**config.mk**
```make
export PLATFORM = sky130hd
export DESIGN_NAME = bcca_top
export DESIGN_NICKNAME = d
export VERILOG_FILES = /design/src/rtl/bcca_tick.v /design/src/rtl/bcca_match.v /design/src/rtl/bcca_top.v
export VERILOG_INCLUDE_DIRS = /design/src /design/src/rtl
export SDC_FILE = /design/constraint.sdc
export NUM_CORES = 1
export LEC_CHECK = 0
export BUFFER_PORTS_ARGS = -buffer_cell sky130_fd_sc_hd__buf_2
export CORE_AREA = 4 4 163 165
export CTS_CLUSTER_DIAMETER = 50
export DETAILED_ROUTE_END_ITERATION = 7
export DIE_AREA = 0 0 167 169
export PLACE_DENSITY = 0.61
export SLEW_MARGIN = 20
export SYNTH_ARGS = -nofsm -noshare
export SYNTH_HDL_FRONTEND = slang
export SYNTH_SLANG_ARGS = --single-unit
```
**constraint.sdc**
```tcl
create_clock -name clock -period 4.5 [get_ports clock]
set_clock_uncertainty 0.1 [all_clocks]
set_input_delay 0 -clock clock [delete_from_list [all_inputs] [get_ports clock]]
set_output_delay 0 -clock clock [all_outputs]
set_load 0.03 [all_outputs]
```
**src/rtl/bcca_map.vh**
```
/*
 * Constants for the BCD calendar clock with alarm: counter limits,
 * reset values, alarm enable bit positions and tick generator figures.
 * Assumes it is included by bare name from the design files.
 */
`ifndef BCCA_MAP_VH
`define BCCA_MAP_VH

// ***********************************************************
// Tick generator
// ***********************************************************
`define BCCA_POST_BASE_W   8          // Post-scaler step is 2^8 = 256
`define BCCA_TENTHS_LAST   4'h9       // Tenth ticks per second minus one

// ***********************************************************
// BCD counter limits
// ***********************************************************
`define BCCA_SEC_LAST      7'h59
`define BCCA_MIN_LAST      7'h59
`define BCCA_HOUR24_LAST   6'h23
`define BCCA_HOUR12_TOP    6'h12
`define BCCA_HOUR12_PRE    6'h11
`define BCCA_DOW_LAST      3'h7
`define BCCA_MONTH_LAST    5'h12
`define BCCA_MONTH_FEB     5'h02
`define BCCA_YEAR_LAST     16'h9999

// ***********************************************************
// Reset values
// ***********************************************************
`define BCCA_TENTH_RST     4'h0
`define BCCA_SEC_RST       7'h00
`define BCCA_MIN_RST       7'h00
`define BCCA_HOUR_RST      6'h00
`define BCCA_DOW_RST       3'h1
`define BCCA_DOM_RST       6'h01
`define BCCA_MONTH_RST     5'h01
`define BCCA_YEAR_RST      16'h2000

// ***********************************************************
// Alarm field enable bit positions
// ***********************************************************
`define BCCA_AEN_TENTH     0
`define BCCA_AEN_SEC       1
`define BCCA_AEN_MIN       2
`define BCCA_AEN_HOUR      3
`define BCCA_AEN_DOW       4
`define BCCA_AEN_DOM       5
`define BCCA_AEN_MONTH     6
`define BCCA_AEN_YEAR      7

`endif

```
**src/rtl/bcca_tick.v**
```verilog
/*
 * Tick generator: fractional divider, optional smoother, post-scaler
 * of 256 times a multiple, and an optional divide by ten for seconds.
 * Assumes all configuration inputs are static or on the same clock.
 */
`timescale 1ns/1ns
`default_nettype none
`include "bcca_map.vh"

module bcca_tick
(
    // Clock and reset
    input  wire        clock,
    input  wire        arst_n,
    // Configuration
    input  wire [15:0] int_div,
    input  wire [7:0]  frac,
    input  wire        smooth_en,
    input  wire [7:0]  post_mult,
    input  wire        sec_sel,
    // Tick out
    output reg         tick
);

    reg  [15:0] div_cnt;
    reg  [7:0]  sd_acc;
    reg  [15:0] post_cnt;
    reg  [3:0]  dec_cnt;

    // ***********************************************************
    // Fractional divider
    // ***********************************************************
    // Smoothed: sigma-delta spreads the extra cycles evenly.
    // Raw: the extra cycles bunch at the start of each 256 block;
    // both give the same average since one block spans 256 periods.
    wire [8:0]  sd_sum     = {1'b0, sd_acc} + {1'b0, frac};
    wire        extra      = smooth_en ? sd_sum[8] : (post_cnt[7:0] < frac);
    wire [15:0] div_base   = (int_div == 16'h0000) ? 16'h0001 : int_div;
    wire [15:0] div_load   = div_base - 16'h0001 + {15'h0000, extra};
    wire        div_pulse  = (div_cnt == 16'h0000);

    // ***********************************************************
    // Post-scaler
    // ***********************************************************
    wire [7:0]  blocks     = (post_mult == 8'h00) ? 8'h01 : post_mult;
    wire        post_end   = div_pulse && (post_cnt == {blocks - 8'h01, 8'hff});
    wire        dec_end    = (dec_cnt == `BCCA_TENTHS_LAST);

    // Divider, accumulator and scaler state
    always @(posedge clock or negedge arst_n)
    begin
        if (!arst_n)
        begin
            div_cnt  <= 16'h0000;
            sd_acc   <= 8'h00;
            post_cnt <= 16'h0000;
            dec_cnt  <= 4'h0;
            tick     <= 1'b0;
        end
        else
        begin
            if (div_pulse)
            begin
                div_cnt  <= div_load;
                sd_acc   <= sd_sum[7:0];
                post_cnt <= post_end ? 16'h0000 : post_cnt + 16'h0001;
            end
            else
                div_cnt  <= div_cnt - 16'h0001;
            if (post_end)
                dec_cnt  <= dec_end ? 4'h0 : dec_cnt + 4'h1;
            tick <= sec_sel ? (post_end && dec_end) : post_end;
        end
    end

endmodule // bcca_tick
`default_nettype wire

```
**src/rtl/bcca_match.v**
```verilog
/*
 * Alarm comparator: each field is compared under its own enable; a
 * disabled field counts as a match. Purely combinational.
 * Assumes current and alarm values share one clock domain.
 */
`timescale 1ns/1ns
`default_nettype none
`include "bcca_map.vh"

module bcca_match
(
    // Current time and date
    input  wire [3:0]  cur_tenth,
    input  wire [6:0]  cur_sec,
    input  wire [6:0]  cur_min,
    input  wire [6:0]  cur_hour,
    input  wire [2:0]  cur_dow,
    input  wire [5:0]  cur_dom,
    input  wire [4:0]  cur_month,
    input  wire [15:0] cur_year,
    // Alarm time and date
    input  wire [3:0]  alm_tenth,
    input  wire [6:0]  alm_sec,
    input  wire [6:0]  alm_min,
    input  wire [6:0]  alm_hour,
    input  wire [2:0]  alm_dow,
    input  wire [5:0]  alm_dom,
    input  wire [4:0]  alm_month,
    input  wire [15:0] alm_year,
    input  wire [7:0]  alm_en,
    // Result
    output wire        match
);

    // Per-field hit: equal, or the field is left out
    wire [7:0] hit;
    assign hit[`BCCA_AEN_TENTH] = !alm_en[`BCCA_AEN_TENTH] || (cur_tenth == alm_tenth);
    assign hit[`BCCA_AEN_SEC]   = !alm_en[`BCCA_AEN_SEC]   || (cur_sec   == alm_sec);
    assign hit[`BCCA_AEN_MIN]   = !alm_en[`BCCA_AEN_MIN]   || (cur_min   == alm_min);
    assign hit[`BCCA_AEN_HOUR]  = !alm_en[`BCCA_AEN_HOUR]  || (cur_hour  == alm_hour);
    assign hit[`BCCA_AEN_DOW]   = !alm_en[`BCCA_AEN_DOW]   || (cur_dow   == alm_dow);
    assign hit[`BCCA_AEN_DOM]   = !alm_en[`BCCA_AEN_DOM]   || (cur_dom   == alm_dom);
    assign hit[`BCCA_AEN_MONTH] = !alm_en[`BCCA_AEN_MONTH] || (cur_month == alm_month);
    assign hit[`BCCA_AEN_YEAR]  = !alm_en[`BCCA_AEN_YEAR]  || (cur_year  == alm_year);
    assign match = &hit;

endmodule // bcca_match
`default_nettype wire

```
**src/rtl/bcca_top.v**
```verilog
/*
 * BCD calendar clock with alarm: tick generator, cascaded BCD time and
 * date counters, alarm comparison and two alarm interrupt outputs.
 * Assumes one clock; control bits are plain ports driven on this clock,
 * except bus_clk_on which comes from elsewhere and is synchronised.
 */
`timescale 1ns/1ns
`default_nettype none
`include "bcca_map.vh"

// Behaviour
// - Keep time and date in cascaded BCD counters, resolved to tenths.
// - Bypass of tenths makes seconds advance directly on each tick.
// - Alarm is compared against the counters on every update.
// - Each alarm field has its own enable; disabled fields always match.
// - Alarm raises a bus-side interrupt only while the bus clock runs.
// - Alarm raises a wake interrupt, issued even with bus clock gated.
// - Ticks are one second or one tenth, chosen by configuration.
// - Fractional divider feeds post-scaler dividing by multiples of 256.
// - Optional smoother evens divider pulse spacing; tick spacing is the same with it on or off.
// - Day-of-month rollover honours leap years for February.
// - Hours count in 12-hour with AM/PM or 24-hour mode.
module bcca_top
(
    // Clock and reset
    input  wire        clock,
    input  wire        arst_n,
    // Tick generator configuration
    input  wire [15:0] int_div,
    input  wire [7:0]  frac,
    input  wire        smooth_en,
    input  wire [7:0]  post_mult,
    input  wire        sec_sel,
    // Calendar configuration
    input  wire        tenth_bypass,
    input  wire        mode_12h,
    // Time and date load
    input  wire        set_stb,
    input  wire [3:0]  set_tenth,
    input  wire [6:0]  set_sec,
    input  wire [6:0]  set_min,
    input  wire [5:0]  set_hour,
    input  wire        set_pm,
    input  wire [2:0]  set_dow,
    input  wire [5:0]  set_dom,
    input  wire [4:0]  set_month,
    input  wire [15:0] set_year,
    // Alarm settings
    input  wire [3:0]  alm_tenth,
    input  wire [6:0]  alm_sec,
    input  wire [6:0]  alm_min,
    input  wire [5:0]  alm_hour,
    input  wire        alm_pm,
    input  wire [2:0]  alm_dow,
    input  wire [5:0]  alm_dom,
    input  wire [4:0]  alm_month,
    input  wire [15:0] alm_year,
    input  wire [7:0]  alm_en,
    // Interrupt control
    input  wire        bus_clk_on,
    input  wire        irq_bus_en,
    input  wire        irq_bus_clr,
    input  wire        irq_wake_en,
    input  wire        irq_wake_clr,
    output wire        irq_bus,
    output wire        irq_wake,
    output reg         irq_bus_pend,
    output reg         irq_wake_pend,
    // Snapshot read
    input  wire        snap_req,
    output reg         snap_valid,
    output reg  [3:0]  snap_tenth,
    output reg  [6:0]  snap_sec,
    output reg  [6:0]  snap_min,
    output reg  [5:0]  snap_hour,
    output reg         snap_pm,
    output reg  [2:0]  snap_dow,
    output reg  [5:0]  snap_dom,
    output reg  [4:0]  snap_month,
    output reg  [15:0] snap_year
);

    // ***********************************************************
    // BCD helper functions
    // ***********************************************************
    // Increment a two-digit BCD value
    function [7:0] bcd_inc;
        input [7:0] v;
        begin
            if (v[3:0] == 4'h9)
                bcd_inc = {v[7:4] + 4'h1, 4'h0};
            else
                bcd_inc = {v[7:4], v[3:0] + 4'h1};
        end
    endfunction

    // Two BCD digits divisible by four
    function div4;
        input [7:0] v;
        begin
            if (v[4])
                div4 = (v[3:0] == 4'h2) || (v[3:0] == 4'h6);
            else
                div4 = (v[3:0] == 4'h0) || (v[3:0] == 4'h4) || (v[3:0] == 4'h8);
        end
    endfunction

    // Last day of a month in BCD
    function [5:0] month_len;
        input [4:0] m;
        input       leap;
        begin
            case (m)
                5'h02:   month_len = leap ? 6'h29 : 6'h28;
                5'h04, 5'h06, 5'h09, 5'h11: month_len = 6'h30;
                default: month_len = 6'h31;
            endcase
        end
    endfunction

    // ***********************************************************
    // Registers and next values
    // ***********************************************************
    reg  [3:0]  tenth, next_tenth;
    reg  [6:0]  sec, next_sec;
    reg  [6:0]  minute, next_minute;
    reg  [5:0]  hour, next_hour;
    reg         pm, next_pm;
    reg  [2:0]  dow, next_dow;
    reg  [5:0]  dom, next_dom;
    reg  [4:0]  month, next_month;
    reg  [15:0] year, next_year;
    reg         c_sec, c_min, c_hour, c_day, c_month, c_year;
    reg         upd;
    reg         bus_on_m, bus_on;
    wire        tick;
    wire        match;
    wire [7:0]  sum_sec, sum_min, sum_hour, sum_dom, sum_mon, sum_ylo, sum_yhi;

    // Reset image of the counters, also the snapshot until the first read
    localparam [54:0] rst_all = {`BCCA_TENTH_RST, `BCCA_SEC_RST, `BCCA_MIN_RST, `BCCA_HOUR_RST, 1'b0,
        `BCCA_DOW_RST, `BCCA_DOM_RST, `BCCA_MONTH_RST, `BCCA_YEAR_RST};

    // ***********************************************************
    // Tick generator and alarm comparator
    // ***********************************************************
    bcca_tick u_tick
    (
        .clock     (clock),
        .arst_n    (arst_n),
        .int_div   (int_div),
        .frac      (frac),
        .smooth_en (smooth_en),
        .post_mult (post_mult),
        .sec_sel   (sec_sel),
        .tick      (tick)
    );

    // The hour compare includes the AM/PM bit so 12-hour alarms are exact
    bcca_match u_match
    (
        .cur_tenth (tenth),
        .cur_sec   (sec),
        .cur_min   (minute),
        .cur_hour  ({pm, hour}),
        .cur_dow   (dow),
        .cur_dom   (dom),
        .cur_month (month),
        .cur_year  (year),
        .alm_tenth (alm_tenth),
        .alm_sec   (alm_sec),
        .alm_min   (alm_min),
        .alm_hour  ({alm_pm, alm_hour}),
        .alm_dow   (alm_dow),
        .alm_dom   (alm_dom),
        .alm_month (alm_month),
        .alm_year  (alm_year),
        .alm_en    (alm_en),
        .match     (match)
    );

    // ***********************************************************
    // Calendar cascade
    // ***********************************************************
    assign sum_sec  = bcd_inc({1'b0, sec});
    assign sum_min  = bcd_inc({1'b0, minute});
    assign sum_hour = bcd_inc({2'b00, hour});
    assign sum_dom  = bcd_inc({2'b00, dom});
    assign sum_mon  = bcd_inc({3'b000, month});
    assign sum_ylo  = bcd_inc(year[7:0]);
    assign sum_yhi  = bcd_inc(year[15:8]);
    // Century years are leap only when the century is divisible by four
    wire leap = (year[7:0] == 8'h00) ? div4(year[15:8]) : div4(year[7:0]);

    // Each stage moves only on the carry of the stage below
    always @*
    begin
        next_tenth  = tenth;
        next_sec    = sec;
        next_minute = minute;
        next_hour   = hour;
        next_pm     = pm;
        next_dow    = dow;
        next_dom    = dom;
        next_month  = month;
        next_year   = year;
        c_sec       = tick && (tenth_bypass || tenth == `BCCA_TENTHS_LAST);
        c_min       = 1'b0;
        c_hour      = 1'b0;
        c_day       = 1'b0;
        c_month     = 1'b0;
        c_year      = 1'b0;
        if (tenth_bypass)
            next_tenth = `BCCA_TENTH_RST;
        else if (tick)
            next_tenth = (tenth == `BCCA_TENTHS_LAST) ? 4'h0 : tenth + 4'h1;
        if (c_sec)
        begin
            c_min    = (sec == `BCCA_SEC_LAST);
            next_sec = c_min ? 7'h00 : sum_sec[6:0];
        end
        if (c_min)
        begin
            c_hour      = (minute == `BCCA_MIN_LAST);
            next_minute = c_hour ? 7'h00 : sum_min[6:0];
        end
        if (c_hour)
        begin
            if (mode_12h)
            begin
                // 11 -> 12 flips AM/PM; day ends at 11 PM -> 12 AM
                if (hour == `BCCA_HOUR12_PRE)
                begin
                    next_hour = `BCCA_HOUR12_TOP;
                    next_pm   = !pm;
                    c_day     = pm;
                end
                else if (hour == `BCCA_HOUR12_TOP)
                    next_hour = 6'h01;
                else
                    next_hour = sum_hour[5:0];
            end
            else
            begin
                c_day     = (hour == `BCCA_HOUR24_LAST);
                next_hour = c_day ? 6'h00 : sum_hour[5:0];
                next_pm   = 1'b0;
            end
        end
        if (c_day)
        begin
            next_dow = (dow == `BCCA_DOW_LAST) ? 3'h1 : dow + 3'h1;
            c_month  = (dom == month_len(month, leap));
            next_dom = c_month ? 6'h01 : sum_dom[5:0];
        end
        if (c_month)
        begin
            c_year     = (month == `BCCA_MONTH_LAST);
            next_month = c_year ? 5'h01 : sum_mon[4:0];
        end
        if (c_year)
            next_year = (year == `BCCA_YEAR_LAST) ? 16'h0000 :
                        (year[7:0] == 8'h99) ? {sum_yhi, 8'h00} : {year[15:8], sum_ylo};
    end

    // Counter state; a load from software overrides the tick
    always @(posedge clock or negedge arst_n)
    begin
        if (!arst_n)
        begin
            {tenth, sec, minute, hour, pm, dow, dom, month, year} <= rst_all;
            upd <= 1'b0;
        end
        else
        begin
            upd <= tick || set_stb;
            if (set_stb)
                {tenth, sec, minute, hour, pm, dow, dom, month, year} <= {set_tenth, set_sec, set_min, set_hour,
                    set_pm, set_dow, set_dom, set_month, set_year};
            else
                {tenth, sec, minute, hour, pm, dow, dom, month, year} <= {next_tenth, next_sec, next_minute,
                    next_hour, next_pm, next_dow, next_dom, next_month, next_year};
        end
    end

    // ***********************************************************
    // Alarm interrupts
    // ***********************************************************
    // Compare after every counter update, one cycle behind the change
    wire alarm_hit = upd && match;

    // Presence sync and pending flags: a new alarm wins over a clear in the same cycle
    always @(posedge clock or negedge arst_n)
    begin
        if (!arst_n)
        begin
            bus_on_m      <= 1'b0;
            bus_on        <= 1'b0;
            irq_bus_pend  <= 1'b0;
            irq_wake_pend <= 1'b0;
        end
        else
        begin
            bus_on_m      <= bus_clk_on;                                // Other domain: two flops first
            bus_on        <= bus_on_m;
            irq_bus_pend  <= (alarm_hit && bus_on) || (irq_bus_pend && !irq_bus_clr);
            irq_wake_pend <= alarm_hit || (irq_wake_pend && !irq_wake_clr);
        end
    end

    // The wake line ignores bus clock state so it can end power-down
    assign irq_bus  = irq_bus_pend && irq_bus_en && bus_on;
    assign irq_wake = irq_wake_pend && irq_wake_en;

    // ***********************************************************
    // Snapshot
    // ***********************************************************
    // All fields captured on one edge, so a carry never tears the read
    always @(posedge clock or negedge arst_n)
    begin
        if (!arst_n)
        begin
            snap_valid <= 1'b0;
            {snap_tenth, snap_sec, snap_min, snap_hour, snap_pm, snap_dow, snap_dom, snap_month,
                snap_year} <= rst_all;
        end
        else
        begin
            snap_valid <= snap_req;
            if (snap_req)
                {snap_tenth, snap_sec, snap_min, snap_hour, snap_pm, snap_dow, snap_dom, snap_month,
                    snap_year} <= {tenth, sec, minute, hour, pm, dow, dom, month, year};
        end
    end

endmodule // bcca_top
`default_nettype wire

```
-- Yosys cells after proc, flatten, opt, wreduce, memory -nomap -nowiden
Index checks and enable logic that the tools add are counted.
- register bits after elaboration: 161
- output and inout port bits: 60
- reductions and logical operators: 69
- magnitude comparators: 1
- $add $sub $neg: 23
- eq/ne operators: 42
- mux-type cells: 60
- operators with widths (kind ; number):
    two-way mux 16 bit ; 7
    two-way mux 6 bit ; 12
    two-way mux 7 bit ; 8
    adder 4 x 1 -> 4 bit, second input constant ; 11
    equality test 4 bit, second input constant ; 11
    equality test 16 bit ; 2
    logical NOT 16 bit ; 2
    subtractor 16 x 1 -> 16 bit, second input constant ; 2
    two-way mux 8 bit ; 3
    equality test 7 bit ; 3
    nonzero test 3 bit ; 7
    two-way mux 4 bit ; 5
    two-way mux 5 bit ; 4
    logical OR 1 bit ; 18
    two-way mux 1 bit ; 17
    adder 16 x 1 -> 16 bit ; 1
    adder 16 x 1 -> 16 bit, second input constant ; 1
    equality test 16 bit, second input constant ; 1
    equality test 4 x 3 -> 1 bit, second input constant ; 4
    logical NOT 8 bit ; 2
    equality test 7 bit, second input constant ; 2
    AND reduction 2 bit ; 7
    equality test 6 x 5 -> 1 bit, second input constant ; 2
    equality test 6 bit ; 2
    other kinds (28) ; 61

-- Logic depth before layout (Yosys ltp)
Gate-level depths: netlist of the first run.
- depth in word-level cells: 13
- mapped depth: 16
- mapped depth without buffers: 16

-- Cells and area by module
Synthesis of the first run repeated with hierarchy kept, for this count alone.
- cell total of the unflattened synthesis: 1037
- area, all modules: 9968.3 sq um
- by module, submodules not included (module ; seq. area each (sq um) ; area each (sq um) ; cells an instance ; times used):
    bcca_top ; 2912.8 ; 6222.2 ; 618 ; 1
    bcca_tick ; 1126.1 ; 3111.7 ; 344 ; 1
    bcca_match ; 0.0 ; 634.4 ; 75 ; 1

-- Worst setup path after synthesis of the first run
Ideal clock, no wire load.
- kind: register to register
- from: register u_tick.sd_acc[0]
- to: register u_tick.div_cnt[14]
- stages on the path, launching flop included: 17
- buffers on the path: 0
- arrival: 3039 ps
- data required time: 4270 ps
- path slack: 1231 ps
- cells stage by stage: dfrtp_1 -> ha_1 -> fa_1 -> a21oi_1 -> o21bai_1 -> a21o_1 -> a21oi_1 -> o21bai_1 -> a21o_1 -> a21oi_1 -> ha_1 -> ha_1 -> nand3_1 -> nor4_1 -> xor2_1 -> o211ai_1 -> o21ai_0
- word-level cells in the longest chain between the ends: 4
- RTL lines (what ; line ; RTL):
    start: declaration ; bcca_tick.v:26 ; reg [7:0] sd_acc;
    start signal: assignment ; bcca_tick.v:65 ; sd_acc <= sd_sum[7:0];
    adder 8 x 8 -> 9 bit ; bcca_tick.v:36 ; wire [8:0] sd_sum = {1'b0, sd_acc} + {1'b0, frac};
    two-way mux 1 bit ; bcca_tick.v:37 ; wire extra = smooth_en ? sd_sum[8] : (post_cnt[7:0] < frac);
    adder 16 x 1 -> 16 bit ; bcca_tick.v:39 ; wire [15:0] div_load = div_base - 16'h0001 + {15'h0000, extra};
    two-way mux 16 bit ; bcca_tick.v:62 ; if (div_pulse)
    end signal: assignment ; bcca_tick.v:64 ; div_cnt <= div_load;
    end signal: assignment ; bcca_tick.v:69 ; div_cnt <= div_cnt - 16'h0001;
    end: declaration ; bcca_tick.v:25 ; reg [15:0] div_cnt;
No other way between the ends.
A chain may end at the register's enable or synchronous reset.

-- Worst setup path after layout of the first run
- from: register u_tick.sd_acc[0]
- to: register u_tick.div_cnt[10]
The elaborated chain is that of the path after synthesis.

==> flow_metrics.env, run 1 <==
export IMPL_yosys_warnings=0
export IMPL_seq_power_share_pct=42.9
export IMPL_grt_use_total_pct=19.4
export IMPL_synth_area_top_cells="dfrtp_1 (39%), mux2_2 (6.6%), xor2_1 (5.9%)"
export IMPL_intPower_w=0.00284
export IMPL_start_util_pct=39.4
export IMPL_rsz0062_at_grt="false"
export IMPL_ios=223
export IMPL_worst_setup_path_end_kind="flop"
export IMPL_hold_violations=1
export IMPL_status="complete, but fails checks"
export IMPL_via_per_inst=5.22
export IMPL_nets=1546
export IMPL_report_final_slew_viol_count=0
export IMPL_syn_to_final_growth_pct=31.2
export IMPL_period_needed_ns=4.22
export IMPL_drv_cap=0
export IMPL_synth_nets=1238
export IMPL_grt_pass1_wl_mm=45.1
export IMPL_grt_pass1_vias=8682
export IMPL_p_per_area_mw_per_mm2=321
export IMPL_switchingPower_w=0.00132
export IMPL_die_x_um=167
export IMPL_drt_initial_drc_count=669
export IMPL_fmax_mhz=237
export IMPL_violations="negative hold slack"
export IMPL_yosysSeqAreaShare_pct=40.9
export IMPL_vias=8791
export IMPL_clock_path_buffers=2
export IMPL_antenna_found_initial=2
export IMPL_period_share_pct=93.7
export IMPL_yosysTopAreaCellShare_pct=38.8
export IMPL_syn_area_sq_mm=0.00986
export IMPL_syn_area_per_cell_sq_um=9.55
export IMPL_dp_hpwl_mm=19.7
export IMPL_grt_overflow=0
export IMPL_synth_top_cell_by_area="dfrtp_1"
export IMPL_clock_sinks=161
export IMPL_setup_ws_ns=0.282
export IMPL_worstSetupPathType="flop to flop"
export IMPL_ir_worst_vdd_mv=0.217
export IMPL_syn_inst=1033
export IMPL_gp_congestion=0.847
export IMPL_synth_common_cells="dfrtp_1 (153), nand2_1 (97), xor2_1 (67)"
export IMPL_wl_per_cell_um=16.3
export IMPL_synth_cell_types=75
export IMPL_ys_flop_type="dfrtp_1"
export IMPL_cts_tree="yes"
export IMPL_post_cts_buffers=0
export IMPL_combPwrFrac_pct=22.3
export IMPL_min_path_type="primary input to flop"
export IMPL_antenna_left=0
export IMPL_drive_gt1_share_pct=25.6
export IMPL_setup_viol=0
export IMPL_slew_headroom_pct=43.3
export IMPL_clkTransAtPathRegs_ns=0.07
export IMPL_path_max_fanout=4
export IMPL_die_height_um=169
export IMPL_p_clk_share_pct=34.7
export IMPL_dieArea_sq_mm=0.0282
export IMPL_worst_slew_pin_slew_ns=0.851
export IMPL_hold_ws_ns=-0.00774
export IMPL_synth_edf_count=0
export IMPL_htreeDepth=4
export IMPL_numPortBuffers=222
export IMPL_leakage_nw=5.70
export IMPL_post_synth_top_count_cell="dfrtp_1"
export IMPL_core_area_sq_mm=0.0250
export IMPL_routed_wl_mm=27.5
export IMPL_root_buffer="clkbuf_16"
export IMPL_preCtsSetupSlack_ns=0.948
export IMPL_ys_async_sr_fraction_pct=100
export IMPL_synth_seq_cells=161
export IMPL_grt_max_degree=89
export IMPL_drc=0
export IMPL_switching_share_pct=31.8
export IMPL_worstPathRequired_ns=4.70
export IMPL_cts_made_buffers=17
export IMPL_startpoint_type="flop"
export IMPL_tns_ns=0
export IMPL_first_pass_iters=5
export IMPL_arrival_ns=4.42
export IMPL_clkLatencyLatePin_ns=0.42
export IMPL_rows=58
[worst max-delay path, stage by stage, from the launching register on]
cell,delay (ns)
dfrtp_1,0.38
ha_1,0.21
fa_2,0.36
a21oi_1,0.16
o21bai_1,0.10
a21o_1,0.20
a21oi_2,0.17
o21bai_1,0.08
a21o_1,0.17
a21oi_1,0.15
ha_2,0.23
ha_2,0.21
nand2_1,0.11
o41ai_2,0.23
dlygate4sd3_1,0.59
a31oi_1,0.08
dlygate4sd3_1,0.56
[per-layer routing]
metal / vias to the layer above / part of all wire, % / GRT usage (%)
li1: 4303 / - / -
met1: 4249 / 46 / 26.0
met2: 209 / 48 / 32.4
met3: 28 / 4.9 / 3.99
met4: 2 / 1.3 / 5.16
met5: - / 0.025 / 0
[power by group through the flow]
| stage | Sequential (W) | Clock [W] | Combinational (W) |
|---|---|---|---|
| finish | 0.00179 | 0.00145 | 0.000929 |
| CTS | 0.00178 | 0.00150 | 0.000934 |
| floorplan | 0.00188 | 0 | 0.000453 |
| detailed placement | 0.00181 | 0 | 0.000842 |
| global route | 0.00182 | 0.00155 | 0.00102 |
| global placement | 0.00181 | 0 | 0.000831 |
[flip-flops by register name, indices dropped and copies added, names as in the netlist, 6 cells and up]
register / count
snap_year: 16
u_tick.div_cnt: 16
u_tick.post_cnt: 16
year: 16
u_tick.sd_acc: 8
minute: 7
sec: 7
snap_min: 7
snap_sec: 7
dom: 6
hour: 6
snap_dom: 6
snap_hour: 6
[per-stage QoR]
step                      instances  utilization (%)  cell area [sq um]  total power, W
after floorplan                1033                -               9860         0.00233
after global placement         1541             44.9              11200         0.00264
after detailed placement       1541             44.9              11200         0.00265
after CTS                      1684             51.6              12900         0.00421
after global routing           1685             51.7              12900         0.00439
final                          1685             51.7              12900         0.00416
[cells in the final DEF (no fill, tap or decap), drive strengths merged, types with 6 or more instances in the layout]
master and n:
a211oi 7, nor4 22, nor2b 6, dlygate4sd3 111, nor3 25, a31oi 10, nand3b 7, nand2b 7
o311ai 6, mux2 58, and3 8, ha 41, dfrtp 153, buf 229, or3 6, nand3 34
dfstp 8, nand2 97, o211ai 9, nor2 65, o31ai 7, inv 51, a21oi 48, clkinv 6
xor2 68, nand4 18, mux2i 15, clkbuf 20, o21ai 64, xnor2 45, nor3b 9, or4 6
and2 8, a21o 11
[final timing paths]
| path | from | endpoint | slack (ns) | cells past startpoint |
|---|---|---|---|---|
| worst max-delay path | u_tick.sd_acc[0]$_DFFE_PN0P_ | u_tick.div_cnt[10]$_DFF_PN0_ | 0.28 | 16 |
| worst min-delay path | set_stb | year[0]$_DFFE_PN0P_ | -0.008 | 3 |
| worst max register to register | u_tick.sd_acc[0]$_DFFE_PN0P_ | u_tick.div_cnt[10]$_DFF_PN0_ | 0.28 | 16 |
| worst min register to register | bus_on_m$_DFF_PN0_ | bus_on$_DFF_PN0_ | 0.25 | 0 |
| max in group asynchronous | arst_n | sec[3]$_DFFE_PN0P_ | 3.11 | 3 |
| min in group asynchronous | arst_n | snap_hour[3]$_DFFE_PN0P_ | 0.08 | 2 |
[what timing repair did]
| item | 4_1_cts | 5_1_grt |
|---|---|---|
| hold endpoints to repair | 162 | 0 |
| gates resized for setup | 0 | 5 |
| endpoints found under the setup margin | 0 | 3 |
| hold buffers | 111 | 0 |
[area by class of cell]
type / instances / area, sq um
Fill cell: 2329 / 12100
Multi-Input combinational cell: 774 / 5450
Sequential cell: 161 / 4040
Timing Repair Buffer: 340 / 2280
Clock buffer: 20 / 457
Tap cell: 330 / 413
Inverter: 47 / 176
Clock inverter: 12 / 124
Antenna cell: 1 / 2.50
[logic make-up after synthesis]
family / after synthesis / share of synthesized area [%]
compound gates: 208 / 13.7
fa+ha+maj: 42 / 5.40
flops: 161 / 40.9
simple gates: 338 / 17.6
xor+xnor: 113 / 10.1
mux: 73 / 8.18
buf+inv: 98 / 4.05
(Power assumes the default switching activity.)
==> run 2, diff against run 1 <==
--- a/config.mk
+++ b/config.mk
@@ -11,7 +11,6 @@
 export CTS_CLUSTER_DIAMETER = 50
 export DETAILED_ROUTE_END_ITERATION = 7
 export DIE_AREA = 0 0 167 169
-export PLACE_DENSITY = 0.61
 export SLEW_MARGIN = 20
 export SYNTH_ARGS = -nofsm -noshare
 export SYNTH_HDL_FRONTEND = slang
==> run 2 against run 1 <==
The flow now finishes without violations. Combinational power rose by 1%. Worst setup slack got worse by 0.076 ns. Sequential cell count is the same. Cell count increased by 0.47%. Register-to-register slack got worse by 0.08 ns. Critical path depth stayed put. Routed wire length decreased by 0.72%. Maximum frequency decreased by 1.8%. Clock power fell by 6%. Non-clock buffer count rose by 9. Global-route usage fell by 0.27 points. Critical path type unchanged. Largest cell class unchanged. Largest power group unchanged.
==> flow_metrics.env, run 2 (synthesis results as in run 1) <==
export IMPL_status="completed"
export IMPL_rsz0062_at_grt="false"
export IMPL_holdPathStages=3
export IMPL_clkTransAtPathRegs_ns=0.08
export IMPL_r2r_start="u_tick.sd_acc[0]$_DFFE_PN0P_"
export IMPL_worst_setup_path_end_kind="flop"
export IMPL_grt_pass1_wl_mm=44.5
export IMPL_leakage_nw=5.71
export IMPL_drc=0
export IMPL_hold_ws_ns=0.0178
export IMPL_switching_share_pct=32.4
export IMPL_dieArea_sq_mm=0.0282
export IMPL_die_x_um=167
export IMPL_combPwrFrac_pct=22.9
export IMPL_drive_gt1_share_pct=25.3
export IMPL_worstPathRequired_ns=4.71
export IMPL_intPower_w=0.00277
export IMPL_first_pass_iters=5
export IMPL_hold_violations=0
export IMPL_die_height_um=169
export IMPL_min_path_type="primary input to flop"
export IMPL_routed_wl_mm=27.3
export IMPL_worstPathCellList="ha_1, fa_1, a21oi_1, o21bai_1, a21o_1, a21oi_1, o21bai_1, a21o_1, a21oi_1, ha_2, ha_2, nand2_1, o41ai_2, dlygate4sd3_1, a31oi_1, dlygate4sd3_1"
export IMPL_cp_slowest_stage_delay_ns=0.58
export IMPL_layout_commonest_cell="buf_2"
export IMPL_p_clk_share_pct=33.5
export IMPL_syn_to_final_growth_pct=31.7
export IMPL_crit_top_cell="a21oi_1"
export IMPL_drt_initial_drc_count=504
export IMPL_ios=223
export IMPL_total_power_w=0.00410
export IMPL_rows=58
export IMPL_startpoint_type="flop"
export IMPL_worst_slew_pin_slew_ns=0.769
export IMPL_slew_headroom_pct=48.4
export IMPL_tns_ns=0
export IMPL_period_share_pct=95.4
export IMPL_cts_tree="yes"
export IMPL_report_final_slew_viol_count=0
export IMPL_cts_made_buffers=17
export IMPL_core_area_sq_mm=0.0250
export IMPL_path_max_fanout=4
export IMPL_setup_viol=0
export IMPL_holdCritStartpoint="tenth_bypass"
export IMPL_clock_path_buffers=2
export IMPL_min_to="tenth[0]$_DFFE_PN0P_"
export IMPL_antenna_found_initial=2
export IMPL_clock_sinks=161
export IMPL_numPortBuffers=222
export IMPL_worstSetupPathType="flop to flop"
export IMPL_nets=1555
export IMPL_p_per_area_mw_per_mm2=315
export IMPL_grt_pass1_vias=8615
export IMPL_layout_common_cells="buf_2 (220), dfrtp_1 (153), dlygate4sd3_1 (120), nand2_1 (97), xor2_1 (67)"
export IMPL_r2r_end="u_tick.div_cnt[10]$_DFF_PN0_"
export IMPL_antenna_left=0
export IMPL_dp_hpwl_mm=19.8
export IMPL_grt_overflow=0
export IMPL_drv_cap=0
export IMPL_via_per_inst=5.17
export IMPL_reg2reg_slack_ns=0.21
export IMPL_vias=8759
export IMPL_fmax_mhz=233
export IMPL_ir_worst_vdd_mv=0.205
export IMPL_htreeDepth=4
export IMPL_period_needed_ns=4.29
export IMPL_reg2reg_depth=16
export IMPL_start_util_pct=39.4
export IMPL_seq_power_share_pct=43.6
export IMPL_arrival_ns=4.51
export IMPL_root_buffer="clkbuf_16"
export IMPL_gp_congestion=0.846
export IMPL_crit_start="u_tick.sd_acc[0]$_DFFE_PN0P_"
export IMPL_clkLatencyLatePin_ns=0.43
export IMPL_cpMaxStageDelayCell="dlygate4sd3_1"
export IMPL_grt_max_degree=78
export IMPL_wl_per_cell_um=16.1
export IMPL_switchingPower_w=0.00133
export IMPL_grt_use_total_pct=19.2
-- run 2: layout make-up --
cell class,count,area (sq um)
antenna,1,2.50
clock buffer,18,439
clock inverter,13,104
fill,2346,12000
inverter,47,176
multi-input combinational,774,5440
sequential,161,4040
tap,330,413
timing repair buffer,349,2370
-- run 2: power groups by stage --
stage / clock network [W] / logic [W] / registers (W)
floorplan: 0 / 0.000453 / 0.00188
global placement: 0 / 0.000834 / 0.00180
detailed placement: 0 / 0.000844 / 0.00181
CTS: 0.00141 / 0.000945 / 0.00178
global route: 0.00148 / 0.00104 / 0.00181
finish: 0.00137 / 0.000939 / 0.00179
-- run 2: critical path, delay by kind of cell (launching register included) --
kind | cells | cell delay [ns]
and+or+nand+nor | 1 | 0.11
AOI/OAI and AO/OA | 9 | 1.40
DFF | 1 | 0.38
adders and majority gates | 4 | 1.06
buffers and inverters | 2 | 1.14
-- run 2: how the worst max path moves through the flow --
stage                                   end  slack [ns]  depth (start not counted)
2_1_floorplan  u_tick.div_cnt[14]$_DFF_PN0_        1.23                         16
4_1_cts        u_tick.div_cnt[10]$_DFF_PN0_        0.11                         16
5_1_grt        u_tick.div_cnt[10]$_DFF_PN0_       0.008                         16
6_report       u_tick.div_cnt[10]$_DFF_PN0_        0.21                         16
3_3_place_gp   u_tick.div_cnt[14]$_DFF_PN0_        0.98                         16
3_5_place_dp   u_tick.div_cnt[14]$_DFF_PN0_        0.91                         16
-- run 2: timing repair --
action                                  CTS  global route
buffers inserted                          0             0
endpoints found under the setup margin    0             2
hold endpoints to repair                156             0
gates resized for setup                   0             3
hold buffers                            120             0
-- run 2: layer usage --
layer  global-route usage [%]  routed length, um
met5                        0                  7
met4                     5.66                494
met3                     3.50               1240
met2                     30.8              12800
met1                     26.6              12700
-- run 2: through the flow --
| stage | area (sq um) | cells | setup slack, ns | utilization [%] |
|---|---|---|---|---|
| 2_1_floorplan | 9860 | 1033 | 1.23 | - |
| 3_3_place_gp | 11200 | 1541 | 0.980 | 44.9 |
| 3_5_place_dp | 11200 | 1541 | 0.908 | 44.9 |
| 4_1_cts | 13000 | 1692 | 0.108 | 51.8 |
| 5_1_grt | 13000 | 1693 | 0.00767 | 51.9 |
| 6_report | 13000 | 1693 | 0.206 | 51.9 |
